File: src/hdl/scs_pkg.sv
package scs_pkg;

  // ----------------------------------------------------------------
  // clock source select codes
  // ----------------------------------------------------------------
  localparam logic [1:0] SEL_WAKEUP   = 2'h0; // low-frequency wakeup clock
  localparam logic [1:0] SEL_RESERVED = 2'h1; // no source, clock held low
  localparam logic [1:0] SEL_OSC      = 2'h2; // prescaler or pll
  localparam logic [1:0] SEL_DIRECT   = 2'h3; // direct clock input pin

  // ----------------------------------------------------------------
  // field widths
  // ----------------------------------------------------------------
  localparam int SEL_W          = 2;    // clock_source_select
  localparam int IN_DIV_W       = 4;    // pll_input_divider_field
  localparam int MULT_W         = 7;    // pll_multiplier_field
  localparam int K2_W           = 7;    // pll_output_divider_field
  localparam int OUT_DIV_W      = 10;   // output_divider_field
  localparam int OUT_FACTOR_MAX = 1024; // largest output_division_factor

  // ----------------------------------------------------------------
  // register byte offsets
  // ----------------------------------------------------------------
  localparam logic [7:0] OFS_SYSCFG = 8'h00; // system_clock_config_register
  localparam logic [7:0] OFS_PLLCFG = 8'h04; // pll_config_register
  localparam logic [7:0] OFS_DIVCFG = 8'h08; // output divider register
  localparam logic [7:0] OFS_STATUS = 8'h0C; // active state, read only

  // ----------------------------------------------------------------
  // field positions
  // ----------------------------------------------------------------
  localparam int SEL_LSB     = 0;  // syscfg: source select
  localparam int OSC_SRC_BIT = 4;  // syscfg: 1 = internal clock source
  localparam int BYP_BIT     = 0;  // pllcfg: vco_bypass_bit
  localparam int IN_DIV_LSB  = 4;  // pllcfg: input divider
  localparam int MULT_LSB    = 8;  // pllcfg: multiplier
  localparam int K2_LSB      = 16; // pllcfg: output divider
  localparam int OUT_DIV_LSB = 0;  // divcfg: output_divider_field
  localparam int ST_SEL_LSB  = 0;  // status: active source select
  localparam int ST_PEND_BIT = 4;  // status: switch pending
  localparam int ST_CLK_BIT  = 5;  // status: present system clock level

  // ----------------------------------------------------------------
  // bus answers
  // ----------------------------------------------------------------
  localparam logic [1:0] RESP_OKAY   = 2'h0;
  localparam logic [1:0] RESP_SLVERR = 2'h2;

  // full clock configuration, travels as one word
  typedef struct packed {
    logic [SEL_W-1:0]     sel;          // clock_source_select
    logic                 osc_internal; // prescaler/pll input choice
    logic                 vco_bypass;   // vco_bypass_bit
    logic [IN_DIV_W-1:0]  in_div;       // pll_input_divider_field
    logic [MULT_W-1:0]    mult;         // pll_multiplier_field
    logic [K2_W-1:0]      post_div;     // pll_output_divider_field
    logic [OUT_DIV_W-1:0] out_div;      // output_divider_field
  } scs_cfg_type;

  // comes up on the wakeup clock, bypass set, all dividers at one
  localparam scs_cfg_type CFG_RESET = '{
    sel:          SEL_WAKEUP,
    osc_internal: 1'b0,
    vco_bypass:   1'b1,
    in_div:       4'h0,
    mult:         7'h00,
    post_div:     7'h00,
    out_div:      10'h000
  };

endpackage

File: src/hdl/scs_clock_select.sv
// How it works
// - select 11 passes direct input straight through.
// - select 10 with bypass runs prescaler.
// - prescaler divides crystal or internal source by factor.
// - factor one follows oscillator frequency and duty.
// - division factor reaches 1024 at most.
// - crystal bypass at factor one matches direct drive.
// - select 10 without bypass runs the pll.
// - select 00 passes the wakeup clock undivided.
module scs_clock_select
  import scs_pkg::*;
#(
  parameter int ADDR_W = 8 // axi address width
) (
  input  wire logic              core_clk,
  input  wire logic              rst,
  // clock sources, sampled levels
  input  wire logic              direct_clock_input,
  input  wire logic              crystal_input,
  input  wire logic              internal_clock_input,
  input  wire logic              wakeup_clock_input,
  // system clock level
  output logic                   sys_clk,
  // axi4-lite slave
  input  wire logic [ADDR_W-1:0] s_axi_awaddr,
  input  wire logic              s_axi_awvalid,
  output logic                   s_axi_awready,
  input  wire logic [31:0]       s_axi_wdata,
  input  wire logic [3:0]        s_axi_wstrb,
  input  wire logic              s_axi_wvalid,
  output logic                   s_axi_wready,
  output logic [1:0]             s_axi_bresp,
  output logic                   s_axi_bvalid,
  input  wire logic              s_axi_bready,
  input  wire logic [ADDR_W-1:0] s_axi_araddr,
  input  wire logic              s_axi_arvalid,
  output logic                   s_axi_arready,
  output logic [31:0]            s_axi_rdata,
  output logic [1:0]             s_axi_rresp,
  output logic                   s_axi_rvalid,
  input  wire logic              s_axi_rready
);

  // ----------------------------------------------------------------
  // elaboration check
  // ----------------------------------------------------------------
  if (ADDR_W < 4) begin : g_bad_addr
    $error("address too narrow for the register map");
  end

  // ----------------------------------------------------------------
  // declarations
  // ----------------------------------------------------------------
  scs_cfg_type       shadow;      // as software last wrote it
  scs_cfg_type       next_shadow; // shadow after this write
  scs_cfg_type       act;         // configuration in force
  logic              aw_held;     // write address accepted
  logic [ADDR_W-1:0] aw_addr;     // held write address
  logic              w_held;      // write data accepted
  logic [31:0]       w_data;      // held write data
  logic [3:0]        w_strb;      // held byte strobes
  logic              wr_fire;     // both halves present, do the write
  logic              wr_err;      // write hit no register
  logic [31:0]       wr_word;     // merged register image
  logic              pending;     // shadow differs from act
  logic              new_low;     // incoming source sits low
  logic              apply;       // switch configuration now
  logic              osc_in;      // prescaler and pll input level
  logic              presc_out;   // prescaler clock level
  logic              pll_out;     // pll clock level
  logic              cand;        // level the selected source offers

  // ----------------------------------------------------------------
  // register images
  // ----------------------------------------------------------------
  function automatic logic [31:0] merge_word(
    input logic [31:0] old_w,
    input logic [31:0] new_w,
    input logic [3:0]  strb
  );
    logic [31:0] res;
    res = old_w;
    for (int i = 0; i < 4; i++) begin
      if (strb[i]) begin
        res[i*8 +: 8] = new_w[i*8 +: 8];
      end
    end
    return res;
  endfunction

  function automatic logic [31:0] sys_word(input scs_cfg_type c);
    logic [31:0] w;
    w = '0;
    w[SEL_LSB +: SEL_W] = c.sel;
    w[OSC_SRC_BIT]      = c.osc_internal;
    return w;
  endfunction

  function automatic logic [31:0] pll_word(input scs_cfg_type c);
    logic [31:0] w;
    w = '0;
    w[BYP_BIT]            = c.vco_bypass;
    w[IN_DIV_LSB +: IN_DIV_W] = c.in_div;
    w[MULT_LSB +: MULT_W]     = c.mult;
    w[K2_LSB +: K2_W]         = c.post_div;
    return w;
  endfunction

  function automatic logic [31:0] div_word(input scs_cfg_type c);
    logic [31:0] w;
    w = '0;
    w[OUT_DIV_LSB +: OUT_DIV_W] = c.out_div;
    return w;
  endfunction

  // ----------------------------------------------------------------
  // axi write channel
  // ----------------------------------------------------------------
  assign s_axi_awready = ~aw_held;
  assign s_axi_wready  = ~w_held;
  // response slot must be free, so bvalid is never overwritten
  assign wr_fire       = aw_held & w_held & ~s_axi_bvalid;

  // address and data are caught separately, in either order
  always_ff @(posedge core_clk or posedge rst) begin
    if (rst) begin
      aw_held <= 1'b0;
      aw_addr <= '0;
      w_held  <= 1'b0;
      w_data  <= 32'h00000000;
      w_strb  <= 4'h0;
    end else begin
      if (s_axi_awvalid && !aw_held) begin
        aw_held <= 1'b1;
        aw_addr <= s_axi_awaddr;
      end else if (wr_fire) begin
        aw_held <= 1'b0;
      end
      if (s_axi_wvalid && !w_held) begin
        w_held <= 1'b1;
        w_data <= s_axi_wdata;
        w_strb <= s_axi_wstrb;
      end else if (wr_fire) begin
        w_held <= 1'b0;
      end
    end
  end

  // write decode; the status word takes no writes but answers okay
  always_comb begin
    next_shadow = shadow;
    wr_err      = 1'b0;
    wr_word     = 32'h00000000;
    if (aw_addr == ADDR_W'(OFS_SYSCFG)) begin
      wr_word            = merge_word(sys_word(shadow), w_data, w_strb);
      next_shadow.sel    = wr_word[SEL_LSB +: SEL_W];
      next_shadow.osc_internal = wr_word[OSC_SRC_BIT];
    end else if (aw_addr == ADDR_W'(OFS_PLLCFG)) begin
      wr_word            = merge_word(pll_word(shadow), w_data, w_strb);
      next_shadow.vco_bypass = wr_word[BYP_BIT];
      next_shadow.in_div   = wr_word[IN_DIV_LSB +: IN_DIV_W];
      next_shadow.mult     = wr_word[MULT_LSB +: MULT_W];
      next_shadow.post_div = wr_word[K2_LSB +: K2_W];
    end else if (aw_addr == ADDR_W'(OFS_DIVCFG)) begin
      wr_word            = merge_word(div_word(shadow), w_data, w_strb);
      next_shadow.out_div = wr_word[OUT_DIV_LSB +: OUT_DIV_W];
    end else if (aw_addr != ADDR_W'(OFS_STATUS)) begin
      wr_err             = 1'b1;
    end
  end

  // write response, held until the master takes it
  always_ff @(posedge core_clk or posedge rst) begin
    if (rst) begin
      s_axi_bvalid <= 1'b0;
      s_axi_bresp  <= RESP_OKAY;
    end else if (wr_fire) begin
      s_axi_bvalid <= 1'b1;
      s_axi_bresp  <= wr_err ? RESP_SLVERR : RESP_OKAY;
    end else if (s_axi_bready) begin
      s_axi_bvalid <= 1'b0;
    end
  end

  // shadow configuration
  always_ff @(posedge core_clk or posedge rst) begin
    if (rst) begin
      shadow <= CFG_RESET;
    end else if (wr_fire) begin
      shadow <= next_shadow;
    end
  end

  // ----------------------------------------------------------------
  // axi read channel
  // ----------------------------------------------------------------
  assign s_axi_arready = ~s_axi_rvalid;

  // one cycle after the address is taken the data stands
  always_ff @(posedge core_clk or posedge rst) begin
    if (rst) begin
      s_axi_rvalid <= 1'b0;
      s_axi_rdata  <= 32'h00000000;
      s_axi_rresp  <= RESP_OKAY;
    end else if (s_axi_arvalid && !s_axi_rvalid) begin
      s_axi_rvalid <= 1'b1;
      s_axi_rresp  <= RESP_OKAY;
      if (s_axi_araddr == ADDR_W'(OFS_SYSCFG)) begin
        s_axi_rdata <= sys_word(shadow);
      end else if (s_axi_araddr == ADDR_W'(OFS_PLLCFG)) begin
        s_axi_rdata <= pll_word(shadow);
      end else if (s_axi_araddr == ADDR_W'(OFS_DIVCFG)) begin
        s_axi_rdata <= div_word(shadow);
      end else if (s_axi_araddr == ADDR_W'(OFS_STATUS)) begin
        // what is in force, not what was asked for
        s_axi_rdata <= (32'(act.sel) << ST_SEL_LSB)
                     | (32'(pending) << ST_PEND_BIT)
                     | (32'(sys_clk) << ST_CLK_BIT);
      end else begin
        s_axi_rdata <= 32'h00000000;
        s_axi_rresp <= RESP_SLVERR;
      end
    end else if (s_axi_rready) begin
      s_axi_rvalid <= 1'b0;
    end
  end

  // ----------------------------------------------------------------
  // clean switchover
  // ----------------------------------------------------------------
  // a new configuration waits until the output is low and a raw
  // incoming source is low too, so no high phase is cut short except the first one from the prescaler at factor one.
  // limitation: a source stuck high holds the switch off for good.
  assign pending = (shadow != act);

  always_comb begin
    if (shadow.sel == SEL_DIRECT) begin
      new_low = ~direct_clock_input;
    end else if (shadow.sel == SEL_WAKEUP) begin
      new_low = ~wakeup_clock_input;
    end else begin
      new_low = 1'b1; // divided paths restart from low
    end
  end

  assign apply = pending & ~sys_clk & new_low;

  // configuration in force
  always_ff @(posedge core_clk or posedge rst) begin
    if (rst) begin
      act <= CFG_RESET;
    end else if (apply) begin
      act <= shadow;
    end
  end

  // ----------------------------------------------------------------
  // clock generators
  // ----------------------------------------------------------------
  // crystal or on-chip source feeds both prescaler and pll
  assign osc_in = act.osc_internal ? internal_clock_input
                                   : crystal_input;

  scs_prescaler #(
    .DIV_W        (OUT_DIV_W)
  ) u_prescaler (
    .core_clk     (core_clk),
    .rst          (rst),
    .restart      (apply),
    .clk_in       (osc_in),
    .out_div      (act.out_div),
    .out_div_load (shadow.out_div),
    .clk_out      (presc_out)
  );

  scs_pll_model u_pll (
    .core_clk (core_clk),
    .rst      (rst),
    .restart  (apply),
    .clk_in   (osc_in),
    .in_div   (act.in_div),
    .mult     (act.mult),
    .post_div (act.post_div),
    .clk_out  (pll_out)
  );

  // ----------------------------------------------------------------
  // source multiplexer
  // ----------------------------------------------------------------
  always_comb begin
    case (act.sel)
      SEL_WAKEUP: cand = wakeup_clock_input;
      SEL_DIRECT: cand = direct_clock_input;
      SEL_OSC:    cand = act.vco_bypass ? presc_out
                                        : pll_out;
      default:    cand = 1'b0; // reserved code stops the clock
    endcase
  end

  // output register; forced low on the switch edge so the old
  // source cannot squeeze in a one-cycle high phase
  always_ff @(posedge core_clk or posedge rst) begin
    if (rst) begin
      sys_clk <= 1'b0;
    end else begin
      sys_clk <= apply ? 1'b0 : cand;
    end
  end
endmodule

File: src/hdl/scs_prescaler.sv
module scs_prescaler
  import scs_pkg::*;
#(
  parameter int DIV_W = OUT_DIV_W // width of the divider field
) (
  input  wire logic             core_clk,
  input  wire logic             rst,
  input  wire logic             restart,    // restart the count, output low
  input  wire logic             clk_in,     // sampled oscillator level
  input  wire logic [DIV_W-1:0] out_div,      // active divider field
  input  wire logic [DIV_W-1:0] out_div_load, // divider taking effect
  output logic                  clk_out     // divided clock level
);

  // ----------------------------------------------------------------
  // elaboration check
  // ----------------------------------------------------------------
  if ((2 ** DIV_W) < OUT_FACTOR_MAX) begin : g_bad_width
    $error("divider field too narrow for the largest factor");
  end

  logic             in_d;     // last sampled input level
  logic             rise;     // input rising edge
  logic [DIV_W-1:0] cnt;      // input periods into the output period
  logic [DIV_W-1:0] next_cnt; // count after this edge
  logic [DIV_W:0]   half;     // input periods spent high

  assign rise     = clk_in & ~in_d;
  assign next_cnt = (cnt >= out_div) ? '0 : cnt + 1'b1;
  assign half     = ({1'b0, out_div} + 1'b1) >> 1;

  // edge detector history
  always_ff @(posedge core_clk or posedge rst) begin
    if (rst) begin
      in_d <= 1'b0;
    end else begin
      in_d <= clk_in;
    end
  end

  // period counter, one output period per division factor inputs
  always_ff @(posedge core_clk or posedge rst) begin
    if (rst) begin
      cnt <= '0;
    end else if (restart) begin
      // preloaded so the first input edge opens a full high phase
      cnt <= out_div_load;
    end else if (rise) begin
      cnt <= next_cnt;
    end
  end

  // output level
  always_ff @(posedge core_clk or posedge rst) begin
    if (rst) begin
      clk_out <= 1'b0;
    end else if (restart) begin
      clk_out <= 1'b0;
    end else if (out_div == '0) begin
      // factor one: output copies the input, duty and all
      clk_out <= clk_in;
    end else if (rise) begin
      clk_out <= ({1'b0, next_cnt} < half);
    end
  end
endmodule

File: src/hdl/scs_pll_model.sv
module scs_pll_model
  import scs_pkg::*;
(
  input  wire logic                core_clk,
  input  wire logic                rst,
  input  wire logic                restart,  // clear phase, output low
  input  wire logic                clk_in,   // sampled oscillator level
  input  wire logic [IN_DIV_W-1:0] in_div,   // P = in_div + 1
  input  wire logic [MULT_W-1:0]   mult,     // N = mult + 1
  input  wire logic [K2_W-1:0]     post_div, // K2 = post_div + 1
  output logic                     clk_out   // synthesised clock level
);

  // digital stand-in for the loop: two toggles per output period,
  // so the accumulator gains 2N per input period and sheds P*K2
  // per toggle. limitation: one toggle per core clock at most.
  localparam int ACC_W = 14;

  logic             in_d;     // last sampled input level
  logic             rise;     // input rising edge
  logic [11:0]      thresh;   // P * K2
  logic [8:0]       step;     // 2 * N
  logic [ACC_W-1:0] acc;      // phase accumulator
  logic [ACC_W:0]   sum;      // accumulator plus this edge's step, less P*K2 on a toggle
  logic             toggle;   // output changes this edge

  assign rise   = clk_in & ~in_d;
  // both factors widened first so P*K2 up to 2048 never overflows
  assign thresh = ({8'h00, in_div} + 12'h001) * ({5'h00, post_div} + 12'h001);
  assign step   = {({1'b0, mult} + 8'h01), 1'b0};
  assign toggle = ({1'b0, acc} >= {3'h0, thresh});
  assign sum    = {1'b0, acc} + (rise ? {6'h00, step} : 15'h0000)
                  - (toggle ? {3'h0, thresh} : 15'h0000);

  // edge detector history
  always_ff @(posedge core_clk or posedge rst) begin
    if (rst) begin
      in_d <= 1'b0;
    end else begin
      in_d <= clk_in;
    end
  end

  // accumulator saturates rather than wrap when N outruns P*K2
  always_ff @(posedge core_clk or posedge rst) begin
    if (rst) begin
      acc <= '0;
    end else if (restart) begin
      acc <= '0;
    end else if (sum[ACC_W]) begin
      acc <= '1;
    end else begin
      acc <= sum[ACC_W-1:0];
    end
  end

  // output level
  always_ff @(posedge core_clk or posedge rst) begin
    if (rst) begin
      clk_out <= 1'b0;
    end else if (restart) begin
      clk_out <= 1'b0;
    end else if (toggle) begin
      clk_out <= ~clk_out;
    end
  end
endmodule

File: config.mk
export PLATFORM = sky130hd
export DESIGN_NAME = scs_clock_select
export DESIGN_NICKNAME = d
export VERILOG_FILES = /design/src/hdl/scs_pkg.sv /design/src/hdl/scs_clock_select.sv /design/src/hdl/scs_prescaler.sv /design/src/hdl/scs_pll_model.sv
export SDC_FILE = /design/constraint.sdc
export NUM_CORES = 1
export LEC_CHECK = 0
export ABC_AREA = 1
export BUFFER_PORTS_ARGS = -buffer_cell sky130_fd_sc_hd__buf_2
export CAP_MARGIN = 20
export CORE_UTILIZATION = 35
export DETAILED_ROUTE_END_ITERATION = 10
export PLACE_DENSITY_LB_ADDON = 0.12
export SYNTH_ARGS = -nofsm -noshare
export SYNTH_HDL_FRONTEND = slang
export SYNTH_SLANG_ARGS = --single-unit
export TNS_END_PERCENT = 1
File: constraint.sdc
create_clock -name core_clk -period 6.8 [get_ports core_clk]
set_input_delay 0 -clock core_clk [delete_from_list [all_inputs] [get_ports core_clk]]
set_output_delay 0 -clock core_clk [all_outputs]
set_load 0.02 [all_outputs]
Word level (Yosys, flattened, before mapping)
Cells that the tools add are included.

storage, ports and cells
  register bits = 166
  latch bits = 0
  RAM bits = 0
  bits in read-only memories = 0
  output and inout bits = 42
  memories kept = 0

cells by class
  $add $sub $neg = 7
  multiply operators = 1
  div/mod/pow operators = 0
  $lt $le $gt $ge = 3
  eq/ne operators = 10
  shifts and indexed selects = 0
  mux-type cells = 38
  bitwise gates (word level) = 18
  reductions and logical operators = 24

operators with widths
  cell                                                             count
  23-bit two-way mux                                               2
  10-bit two-way mux                                               4
  32-bit != test                                                   1
  14-bit two-way mux                                               2
  8-bit by 4-bit == test with 1-bit output, second input constant  3
  1-bit two-way mux                                                21
  7-bit by 1-bit adder with 8-bit output, second input constant    2
  8-bit by 3-bit == test with 1-bit output, second input constant  2
  8-bit zero test                                                  2
  14-bit by 15-bit adder with 15-bit output                        1
  15-bit subtractor                                                1
  14-bit by 12-bit greater-or-equal comparator with 1-bit output   1
  12-bit by 12-bit multiplier with 12-bit output                   1
  12-bit two-way mux                                               1
  4-bit AND reduction                                              3
  2-bit nonzero test                                               6
  10-bit by 1-bit adder with 11-bit output, second input constant  1
  1-bit inverter                                                   11
  10-bit by 1-bit adder with 10-bit output, second input constant  1
  10-bit greater-or-equal comparator                               1
  10-bit zero test                                                 1
  10-bit less-than comparator                                      1
  2-bit two-way mux                                                5
  5-bit AND reduction                                              2
  14 further kinds                                                 25

Logic depth before layout (Yosys ltp)
Gate-level depths: netlist of run 1.

  word-level depth = 7
  depth in mapped cells = 44
  gate-level depth less buffers = 43

Cells and area by module
Synthesis of run 1 repeated with hierarchy kept, for this count alone.

second synthesis, totals
  cell total of the unflattened synthesis = 1,417
  area, all modules = 10,918.0 sq um

by module, submodules not included
  module            times used  cells each  area an instance (sq um)
  scs_clock_select  1           642         5,834.3
  scs_pll_model     1           568         3,682.3
  scs_prescaler     1           207         1,401.3

Least setup slack after synthesis of run 1
No wires, ideal clock.

  path type = flip-flop to flip-flop
  start = register act[24] (netlist name)
  end = register u_pll.acc[11]
  setup time = 0.111 ns
  data arrival time = 7.012 ns
  data required time = 6.689 ns
  setup slack = -0.323 ns
  cell stages (with the launch flop) = 42
  path buffers = 1
  period minus slack after synthesis = 7.123 ns
  cell sequence = dfrtp_1 ha_1 xor2_1 inv_1 nor2_1 fa_1 fa_1 inv_1 fa_1 inv_1 ha_1 a21oi_1 nand2_1 nand2_1 nand2_1 nand2_1 nand2_1 nand2_1 (+6 left out) nand2_1 nor4_1 nand3_1 nand3_1 clkbuf_1 nand2_1 fa_1 ha_1 fa_1 nand3_1 nand2_1 a21oi_1 nor2_1 nor2_1 xor2_1 nand2_1 nand2_2 inv_2

on the way
  cells in the longest elaborated chain, start to end = 7

ends and longest elaborated chain
  element                                                         RTL line                 RTL
  start: declaration                                              scs_clock_select.sv:56   scs_cfg_type act;
  start signal: assignment                                        scs_clock_select.sv:253  act <= shadow;
  4-bit by 1-bit adder with 5-bit output                          scs_pll_model.sv:29      assign thresh = ({8'h00, in_div} + 12'h001) * ({5'h00, post_div} + 12'h001);
  12-bit by 12-bit multiplier with 12-bit output                  scs_pll_model.sv:29
  14-bit by 12-bit greater-or-equal comparator with 1-bit output  scs_pll_model.sv:31      assign toggle = ({1'b0, acc} >= {3'h0, thresh});
  12-bit two-way mux                                              scs_pll_model.sv:33      - (toggle ? {3'h0, thresh} : 15'h0000);
  15-bit subtractor                                               scs_pll_model.sv:33
  14-bit two-way mux                                              scs_pll_model.sv:50      end else if (sum[ACC_W]) begin
  14-bit two-way mux (*)                                          scs_pll_model.sv:48      end else if (restart) begin
  end signal: assignment                                          scs_pll_model.sv:53      acc <= sum[ACC_W-1:0];
  end: declaration                                                scs_pll_model.sv:23      logic [ACC_W-1:0] acc;

Every way passes the cells marked *; elsewhere a longest branch is shown, timed or not.
A chain may end at the register's enable or synchronous reset.

Final worst setup path of run 1
  start = register act[24] (netlist name)
  end = register u_pll.acc[4]

The elaborated chain is that of the path after synthesis.

==> run summary, run 1 <==
total placed cells including tap cells = 1815
CTS root buf = clkbuf_16
routed len/inst = 13.7 um
commonest non-fill, non-tap cell in the layout = nand2_1
Rows = 62
Critical Path Slowest Stage Cell = fa_1
GPL Wtd Cong = 0.811
ant diodes = 0
non-filler instance count after layout = 1912
number of synthesized register bits = 153
Cells after Synth = 1297
switching pwr = 0.00224 W
initial antenna violation count = 0
Die ar. = 29700 um^2
Max-cap violations = 0
highest clock rate = 147 MHz
Setup Skew = 14.0 ps
Sequential Power Share = 24.6%
DP Area = 11500 um^2
asr flop ratio synth = 100%
Startpoint Class = flip-flop
clock buffer count from CTS = 17
first drt pass iteration count = 5
WHS Endpoint = s_axi_rresp[1]
GRT overflow = 0
TNS Setup = 0 ps
R2R setup slack = 3 ps
switching part of the total = 43.5%
layout cell share with drive strength beyond 1 = 25.0%
clk slew on worst S/H paths = 70 ps
CP Class = reg2reg
Reg2Reg Capture Point = u_pll.acc[4]
final hold violation count = 0
Synth area leaders = dfrtp_1, nand2_1, ha_1, inv_1, fa_1
clock network fraction of total power = 19.3%
CP max stage delay = 540 ps
crit path max fanout = 7
clock sink count = 153
Synth top area share = 37.2%
synth unique cells = 52
# IOs = 105
fin nets = 1680
Crit Reg-Reg Startpoint = act[24]
Rel. slew slack = 43.6%
drt total wl = 26100 um
Period Utilization, post-route = 100%
initial core utilization = 35.5%
Worst-Margin Slew = 846 ps
sequential-to-total area share from yosys stat = 37.7%
H-tree level count = 4
Final Max Tran Viols = 0
cell area after layout = 13300 um^2
post-synth top area cell = dfrtp_1
status = finished clean
Logic pwr share = 56.2%
RSZ-0062 raised after global routing = true
Final min period = 6800 ps
die width = 172 um
first-iteration detailed-routing DRC count = 346
most frequent cells in the layout = nand2_1, inv_1, dfrtp_1
die height = 172 um
EDFF count, synth = 0
worst min-delay path class = in2reg
Post-DRT Antenna Nets = 0
Power per Cell Area = 386 nW/um^2
vias in the first global route = 8916
CTS tree = yes
vias post-DR = 8817
crit path capture type = flip-flop
VDD IR max = 0.000361 V
ys flop type = dfrtp_1
Syn Area/Cell = 7.84 um^2
mapped cell area = 10200 um^2
most used cell, CP = nand2_1
HPWL Detailed = 19200 um
hold path depth = 4
vias per cell = 4.61
Pint = 0.00291 W
Port Buffer Count = 81
critical hold path startpoint = s_axi_araddr[0]
CP Data Arrival Time = 7120 ps
pin count of the biggest net entering global routing = 110
required time of the critical path = 7130 ps
FF-to-FF path depth = 40
number of setup violations in the final report = 0
clock latency on the worst-skew pair = 430 ps
worst hold slack = 38.2 ps
Pleak = 6.41 nW
Ys Warns = 0
Power Total = 0.00514 W
first-pass GRT wire length = 43700 um
layout filler cell count = 2816
Core Area = 28600 um^2
Clock Path Buffers = 2
area delta synth->final = 31.1%
total track usage = 18.8%
# DRC = 0
worst max-delay path by stage:
stage	from	endpoint	slack, ps	cells after the start
final	act[24]	u_pll.acc[4]	3	40
after global routing	act[24]	u_pll.acc[0]	-370	38
after CTS	act[11]	u_pll.acc[2]	-5	41
after detailed placement	act[10]	u_pll.acc[11]	-320	38
after global placement	act[10]	u_pll.acc[3]	-260	39
after floorplan	act[10]	u_pll.acc[11]	30	40
worst max-delay path: cells and delay by family, from the launching register on:
kind | cells | cell delay [ps]
and+or+nand+nor | 13 | 1170
buffers and inverters | 9 | 780
xor gates and xnor gates | 2 | 430
AOI/OAI and AO/OA | 8 | 900
adders and majority gates | 8 | 2950
DFF | 1 | 450
cell usage after synthesis (4+ instances only):
cell type  instances
buf_2              4
buf_4             16
clkbuf_1          13
xnor2_1            9
inv_1            211
nand3_1           64
fa_1              26
nand4_1           28
a21oi_1           62
ha_1              76
nor3_1            11
nor2_1           101
nand2_2           11
o211ai_1          16
o21ai_0           98
or2_2              6
dfrtp_1          151
nand2_1          297
mux2_2            11
xor2_1            22
inv_2             22
stage by stage:
stage               worst slack, ps  util [%]
detailed placement             -321      40.3
CTS                           -5.40      45.0
finish                         2.94      46.6
floorplan                      31.9         -
global route                   -369      46.6
global placement               -260      40.3
cell type report:
class,instances,area [um^2],share of cell area (%)
clock buffer,18,439,3.29
clock inverter,14,164,1.23
timing repair buffer,226,1640,12.3
sequential,153,3840,28.8
tap,384,480,3.60
inverter,233,882,6.62
multi-input combinational,884,5890,44.2
logic make-up after synthesis:
kind of cell	synth area share [%]
AND/OR/NAND/NOR	22.2
buffers and inverters	10.9
AO/OA/AOI/OAI	10.7
flip-flops	37.7
adder cells (fa/ha/maj)	14.5
XOR/XNOR	2.83
multiplexers	1.22
other	0.0369
state kept, by name (all words and copies together), names as in the netlist, 3 cells and up:
register         cells
u_pll.acc           14
u_prescaler.cnt     10
shadow              32
w_strb               3
act                 32
aw_addr              8
s_axi_rdata         22
w_data              22
timing repair:
action,4_1_cts,5_1_grt
pin swaps,38,60
hold endpoints to repair,130,0
cloned,1,0
buffers inserted,12,7
resized for setup,47,80
hold buffers,44,0
endpoints found under the setup margin,14,14
power by group through the flow:
stage                     Sequential (W)  Clock (W)  Combinational [W]
after floorplan                  0.00125          0            0.00183
after detailed placement         0.00127          0            0.00243
after global routing             0.00129    0.00105            0.00326
after global placement           0.00127          0            0.00242
after CTS                        0.00126    0.00102            0.00263
final                            0.00126   0.000990            0.00289
metal layers:
| metal | up-vias | GRT usage, % | part of all wire [%] |
|---|---|---|---|
| met5 | - | 0 | 0 |
| met2 | 119 | 31.0 | 47 |
| met1 | 4141 | 25.7 | 49 |
| met3 | 19 | 3.07 | 2.8 |
| met4 | 0 | 4.23 | 1.0 |
| li1 | 4538 | - | - |
No activity file was read; power rests on OpenSTA's default activity.
==> run 2: changes to the inputs <==
- PLACE_DENSITY_LB_ADDON: 0.12 -> unset
==> run 2 against run 1 <==
Against the previous run:
- sequential share of layout area up 0.30 points
- utilization decreased by 0.49 points
- combinational power is 1% lower
- non-clock buffer count down 12
- first-iteration DRC count rose by 22%
- total power increased by 0.11%
- critical path depth down 3
- highest routed layer unchanged
- wire length is 2.5% lower
- hold slack lost 5.6 ps
- register-to-register slack barely moved
- clock skew decreased by 2.6 ps
- largest power group unchanged
==> run summary, run 2 (synthesis results as in run 1) <==
status = finished clean
Rel. slew slack = 41.5% (-2.1 points)
GRT overflow = 0 (unchanged)
initial core utilization = 35.5% (unchanged)
Core Area = 28600 um^2 (unchanged)
clk slew on worst S/H paths = 70 ps (about the same)
CP Class = reg2reg
pin count of the biggest net entering global routing = 110 (unchanged)
worst min-delay path class = in2reg
vias per cell = 4.69 (+1.7%)
first-iteration detailed-routing DRC count = 421 (+22%)
layout cell share with drive strength beyond 1 = 23.4% (-1.6 points)
crit path capture type = flip-flop
die width = 172 um (unchanged)
clock network fraction of total power = 20.0% (+0.7 points)
first drt pass iteration count = 5 (unchanged)
HPWL Detailed = 18600 um (-3.0%)
Power per Cell Area = 390 nW/um^2 (+1.2%)
clock buffer count from CTS = 17 (unchanged)
Setup Skew = 11.3 ps (-2.63 ps)
ant diodes = 0 (unchanged)
vias post-DR = 8913 (+1.1%)
# DRC = 0 (unchanged)
crit path max fanout = 7 (unchanged)
RSZ-0062 raised after global routing = true
switching part of the total = 43.3% (-0.18 points)
Die ar. = 29700 um^2 (unchanged)
worst hold slack = 32.7 ps (-5.57 ps)
cell area after layout = 13200 um^2 (-1.1%)
Worst-Margin Slew = 877 ps (+30.9 ps)
vias in the first global route = 8615 (-3.4%)
highest clock rate = 147 MHz (+0.18%)
Period Utilization, post-route = 99.8% (-0.18 points)
layout filler cell count = 2768 (-1.7%)
CP Data Arrival Time = 7110 ps (about the same)
fin nets = 1668 (-0.71%)
Critical Path Slowest Stage Cell = fa_1
CTS root buf = clkbuf_16
first-pass GRT wire length = 41900 um (-4.1%)
total track usage = 17.9% (-0.85 points)
Rows = 62 (unchanged)
Pint = 0.00292 W (+0.44%)
Sequential Power Share = 24.5% (about the same)
GPL Wtd Cong = 0.870 (+7.3%)
routed len/inst = 13.4 um (-1.9%)
final hold violation count = 0 (unchanged)
CTS tree = yes
die height = 172 um (unchanged)
Port Buffer Count = 81 (unchanged)
Clock Path Buffers = 2 (unchanged)
number of setup violations in the final report = 0 (unchanged)
Max-cap violations = 0 (unchanged)
Startpoint Class = flip-flop
Final min period = 6780 ps (-12.2 ps)
switching pwr = 0.00223 W (-0.31%)
clock sink count = 153 (unchanged)
drt total wl = 25500 um (-2.5%)
area delta synth->final = 29.7%
DP Area = 11500 um^2 (-0.59%)
Pleak = 6.40 nW (-0.16%)
H-tree level count = 4 (unchanged)
Logic pwr share = 55.4% (-0.8 points)
most frequent cells in the layout = nand2_1, inv_1, dfrtp_1
commonest non-fill, non-tap cell in the layout = nand2_1
Post-DRT Antenna Nets = 0 (unchanged)
Final Max Tran Viols = 0 (unchanged)
clock latency on the worst-skew pair = 430 ps (about the same)
top flop regs = act (32), shadow (32)
# IOs = 105 (unchanged)
VDD IR max = 0.000389 V (+7.5%)
CP max stage delay = 520 ps (-20 ps)
required time of the critical path = 7120 ps (about the same)
initial antenna violation count = 0 (unchanged)
==> run 2: final timing paths <==
check	from	endpoint	slack, ps	cells past startpoint
min in group asynchronous	rst	s_axi_rdata[17]	250	3
min	s_axi_araddr[0]	s_axi_rresp[1]	30	4
min reg2reg	s_axi_rdata[2]	s_axi_rdata[2]	480	2
max in group asynchronous	rst	act[24]	5120	4
max	act[10]	u_pll.acc[1]	20	37
max reg2reg	act[10]	u_pll.acc[1]	20	37
==> run 2: power groups by stage <==
stage | Clock [W] | Sequential [W] | Combinational, W
final | 0.00103 | 0.00126 | 0.00285
after global routing | 0.00109 | 0.00129 | 0.00320
after global placement | 0 | 0.00127 | 0.00236
after floorplan | 0 | 0.00125 | 0.00183
after detailed placement | 0 | 0.00127 | 0.00239
after CTS | 0.00105 | 0.00126 | 0.00254
==> run 2: critical path, delay by kind of cell, from the launching register on <==
family,cells,cell delay [ps]
fa+ha+maj,7,2830
simple gates,16,1810
buf+inv,10,950
flops,1,420
xor+xnor,2,390
compound gates,2,290
==> run 2: timing repair <==
action | in CTS | in global routing
endpoints found under the setup margin | 14 | 14
resized for setup | 53 | 60
buffers inserted | 13 | 3
gates cloned | 1 | 0
hold buffers | 44 | 0
endpoints found under the hold margin | 128 | 0
pin swaps | 52 | 44
==> run 2: through the flow <==
stage / total power [W] / util [%] / worst slack, ps / instances / TNS, ps
global route: 0.00558 / 46.1 / -371 / 1900 / -4810
finish: 0.00515 / 46.1 / 15.2 / 1900 / 0
global placement: 0.00362 / 40.1 / -195 / 1806 / -2460
detailed placement: 0.00366 / 40.1 / -343 / 1806 / -4450
CTS: 0.00485 / 44.9 / 0.850 / 1896 / 0
floorplan: 0.00307 / - / 31.9 / 1308 / 0
==> run 2: area by class of cell <==
class,count,area [um^2],area share [%]
clock buffers,17,425,3.22
clock inverters,15,208,1.57
inverters,233,880,6.67
multi-input cells,884,5810,44.0
flip-flops and latches,153,3830,29.1
well taps,384,480,3.64
repair buffers,214,1550,11.8
==> run 2: layer usage <==
layer | vias up | wire length (um) | part of all wire [%] | GRT usage, %
li1 | 4531 | - | - | -
met3 | 32 | 812 | 3.2 | 2.79
met4 | 0 | 448 | 1.8 | 5.66
met5 | - | 0 | 0 | 0
met1 | 4178 | 12000 | 47 | 23.6
met2 | 172 | 12200 | 48 | 30.1
==> run 3: changes to the inputs <==
- HOLD_SLACK_MARGIN: unset -> 0.12
==> run 3 against run 2 <==
Against the previous run:
- combinational power about the same
- utilization increased by 0.28 points
- hold slack improved by 110 ps
- flip-flop and latch count unchanged
- highest routed layer unchanged
- wire length increased by 0.59%
- critical endpoint unchanged
- cell area increased by 0.61%
- total power about the same
- critical path type unchanged
==> run summary, run 3 (synthesis results as in run 1) <==
worst hold slack = 144 ps (+111 ps)
Post-DRT Antenna Nets = 0 (unchanged)
drt total wl = 25600 um (+0.59%)
switching part of the total = 43.3% (about the same)
number of setup violations in the final report = 0 (unchanged)
Final min period = 6780 ps (-2.61 ps)
Pleak = 6.44 nW (+0.61%)
CP Class = reg2reg
R2R setup slack = 20 ps (about the same)
HPWL Detailed = 18600 um (unchanged)
GPL Wtd Cong = 0.870 (unchanged)
clock buffer count from CTS = 17 (unchanged)
highest clock rate = 147 MHz (about the same)
area delta synth->final = 30.5%
routed len/inst = 13.4 um (+0.17%)
Max-cap violations = 0 (unchanged)
clock sink count = 153 (unchanged)
die height = 172 um (unchanged)
CP Data Arrival Time = 7110 ps (about the same)
vias in the first global route = 8709 (+1.1%)
final hold violation count = 0 (unchanged)
worst min-delay path class = in2reg
Startpoint Class = flip-flop
initial core utilization = 35.5% (unchanged)
Power per Cell Area = 388 nW/um^2 (-0.60%)
Rows = 62 (unchanged)
first-iteration detailed-routing DRC count = 442 (+5.0%)
Critical Path Slowest Stage Cell = fa_1
total track usage = 18.1% (+0.13 points)
WHS Endpoint = s_axi_rdata[3]
Worst-Margin Slew = 877 ps (+0.193 ps)
CTS tree = yes
layout cell share with drive strength beyond 1 = 23.3% (-0.12 points)
CTS root buf = clkbuf_16
Logic pwr share = 55.4% (about the same)
Sequential Power Share = 24.5% (about the same)
Pint = 0.00292 W (about the same)
hold path depth = 5 (+1)
crit path capture type = flip-flop
layout filler cell count = 2759 (-0.33%)
clk slew on worst S/H paths = 70 ps (about the same)
Die ar. = 29700 um^2 (unchanged)
commonest non-fill, non-tap cell in the layout = nand2_1
Setup WS post-layout = 17.8 ps (+2.61 ps)
crit path max fanout = 7 (unchanged)
Port Buffer Count = 81 (unchanged)
# IOs = 105 (unchanged)
CP max stage delay = 520 ps (about the same)
Power Total = 0.00515 W (about the same)
top flop regs = act (32), shadow (32)
GRT overflow = 0 (unchanged)
Final Max Tran Viols = 0 (unchanged)
first drt pass iteration count = 5 (unchanged)
Core Area = 28600 um^2 (unchanged)
required time of the critical path = 7130 ps (about the same)
clock network fraction of total power = 20.1% (about the same)
VDD IR max = 0.000389 V (about the same)
die width = 172 um (unchanged)
switching pwr = 0.00223 W (about the same)
Reg2Reg Capture Point = u_pll.acc[1]
# DRC = 0 (unchanged)
initial antenna violation count = 0 (unchanged)
Crit Reg-Reg Startpoint = act[10]
FF-to-FF path depth = 37 (unchanged)
vias per cell = 4.69 (about the same)
Setup Skew = 9.91 ps (-1.41 ps)
fin util = 46.4% (+0.28 points)
Period Utilization, post-route = 99.7% (about the same)
vias post-DR = 8945 (+0.36%)
critical hold path startpoint = s_axi_arvalid
fin nets = 1676 (+0.48%)
status = finished clean
clock latency on the worst-skew pair = 430 ps (about the same)
most frequent cells in the layout = nand2_1, inv_1, dfrtp_1
RSZ-0062 raised after global routing = true
ant diodes = 0 (unchanged)
pin count of the biggest net entering global routing = 110 (unchanged)
Rel. slew slack = 41.5% (about the same)
worst slack at placement = -343 ps (unchanged)
first-pass GRT wire length = 42200 um (+0.69%)
Clock Path Buffers = 2 (unchanged)
H-tree level count = 4 (unchanged)
## run 3: cell type report
class | count | area (um^2) | share of cell area [%]
multi-input cells | 884 | 5810 | 43.8
flip-flops and latches | 153 | 3830 | 28.9
inverters | 233 | 880 | 6.63
clock buffers | 17 | 425 | 3.21
well taps | 384 | 480 | 3.62
repair buffers | 222 | 1630 | 12.3
clock inverters | 15 | 208 | 1.57
## run 3: power by group through the flow
stage / clock (W) / combinational [W] / sequential (W)
2_1_floorplan: 0 / 0.00183 / 0.00125
5_1_grt: 0.00109 / 0.00320 / 0.00129
3_3_place_gp: 0 / 0.00236 / 0.00127
4_1_cts: 0.00105 / 0.00254 / 0.00126
6_report: 0.00103 / 0.00285 / 0.00126
3_5_place_dp: 0 / 0.00239 / 0.00127
## run 3: stage by stage
| step | std cells | cell area (um^2) | TNS (ps) |
|---|---|---|---|
| 3_5_place_dp | 1806 | 11500 | -4450 |
| 3_3_place_gp | 1806 | 11500 | -2460 |
| 2_1_floorplan | 1308 | 10300 | 0 |
| 6_report | 1908 | 13300 | 0 |
| 4_1_cts | 1904 | 12900 | 0 |
| 5_1_grt | 1908 | 13300 | -4810 |
## run 3: routing by layer
metal / routed length (um) / vias to the layer above / global-route usage [%]
met1: 12000 / 4196 / 23.6
li1: - / 4543 / -
met3: 891 / 35 / 2.79
met5: 0 / - / 0
met4: 474 / 0 / 5.73
met2: 12300 / 171 / 30.5
## run 3: worst max path at each step
stage                       start       endpoint  depth (start not counted)
after global routing      act[25]   u_pll.acc[5]                         43
final                     act[10]   u_pll.acc[1]                         37
after CTS                 act[24]  u_pll.acc[11]                         36
after detailed placement  act[10]  u_pll.acc[11]                         41
after global placement    act[10]   u_pll.acc[4]                         39
after floorplan           act[10]  u_pll.acc[11]                         40
## run 3: worst max-delay path, delay by kind of cell, from the launching register on
kind / cells / cell delay (ps)
buffers and inverters: 10 / 950
and+or+nand+nor: 16 / 1810
AOI/OAI and AO/OA: 2 / 290
adders and majority gates: 7 / 2830
xor gates and xnor gates: 2 / 390
DFF: 1 / 420
## run 3: what timing repair did
item / in CTS / in global routing
hold buffers: 52 / 0
endpoints found under the hold margin: 133 / 0
gates cloned: 1 / 0
endpoints found under the setup margin: 14 / 14
gates resized for setup: 53 / 60
setup buffers: 13 / 3
pin swaps: 52 / 44
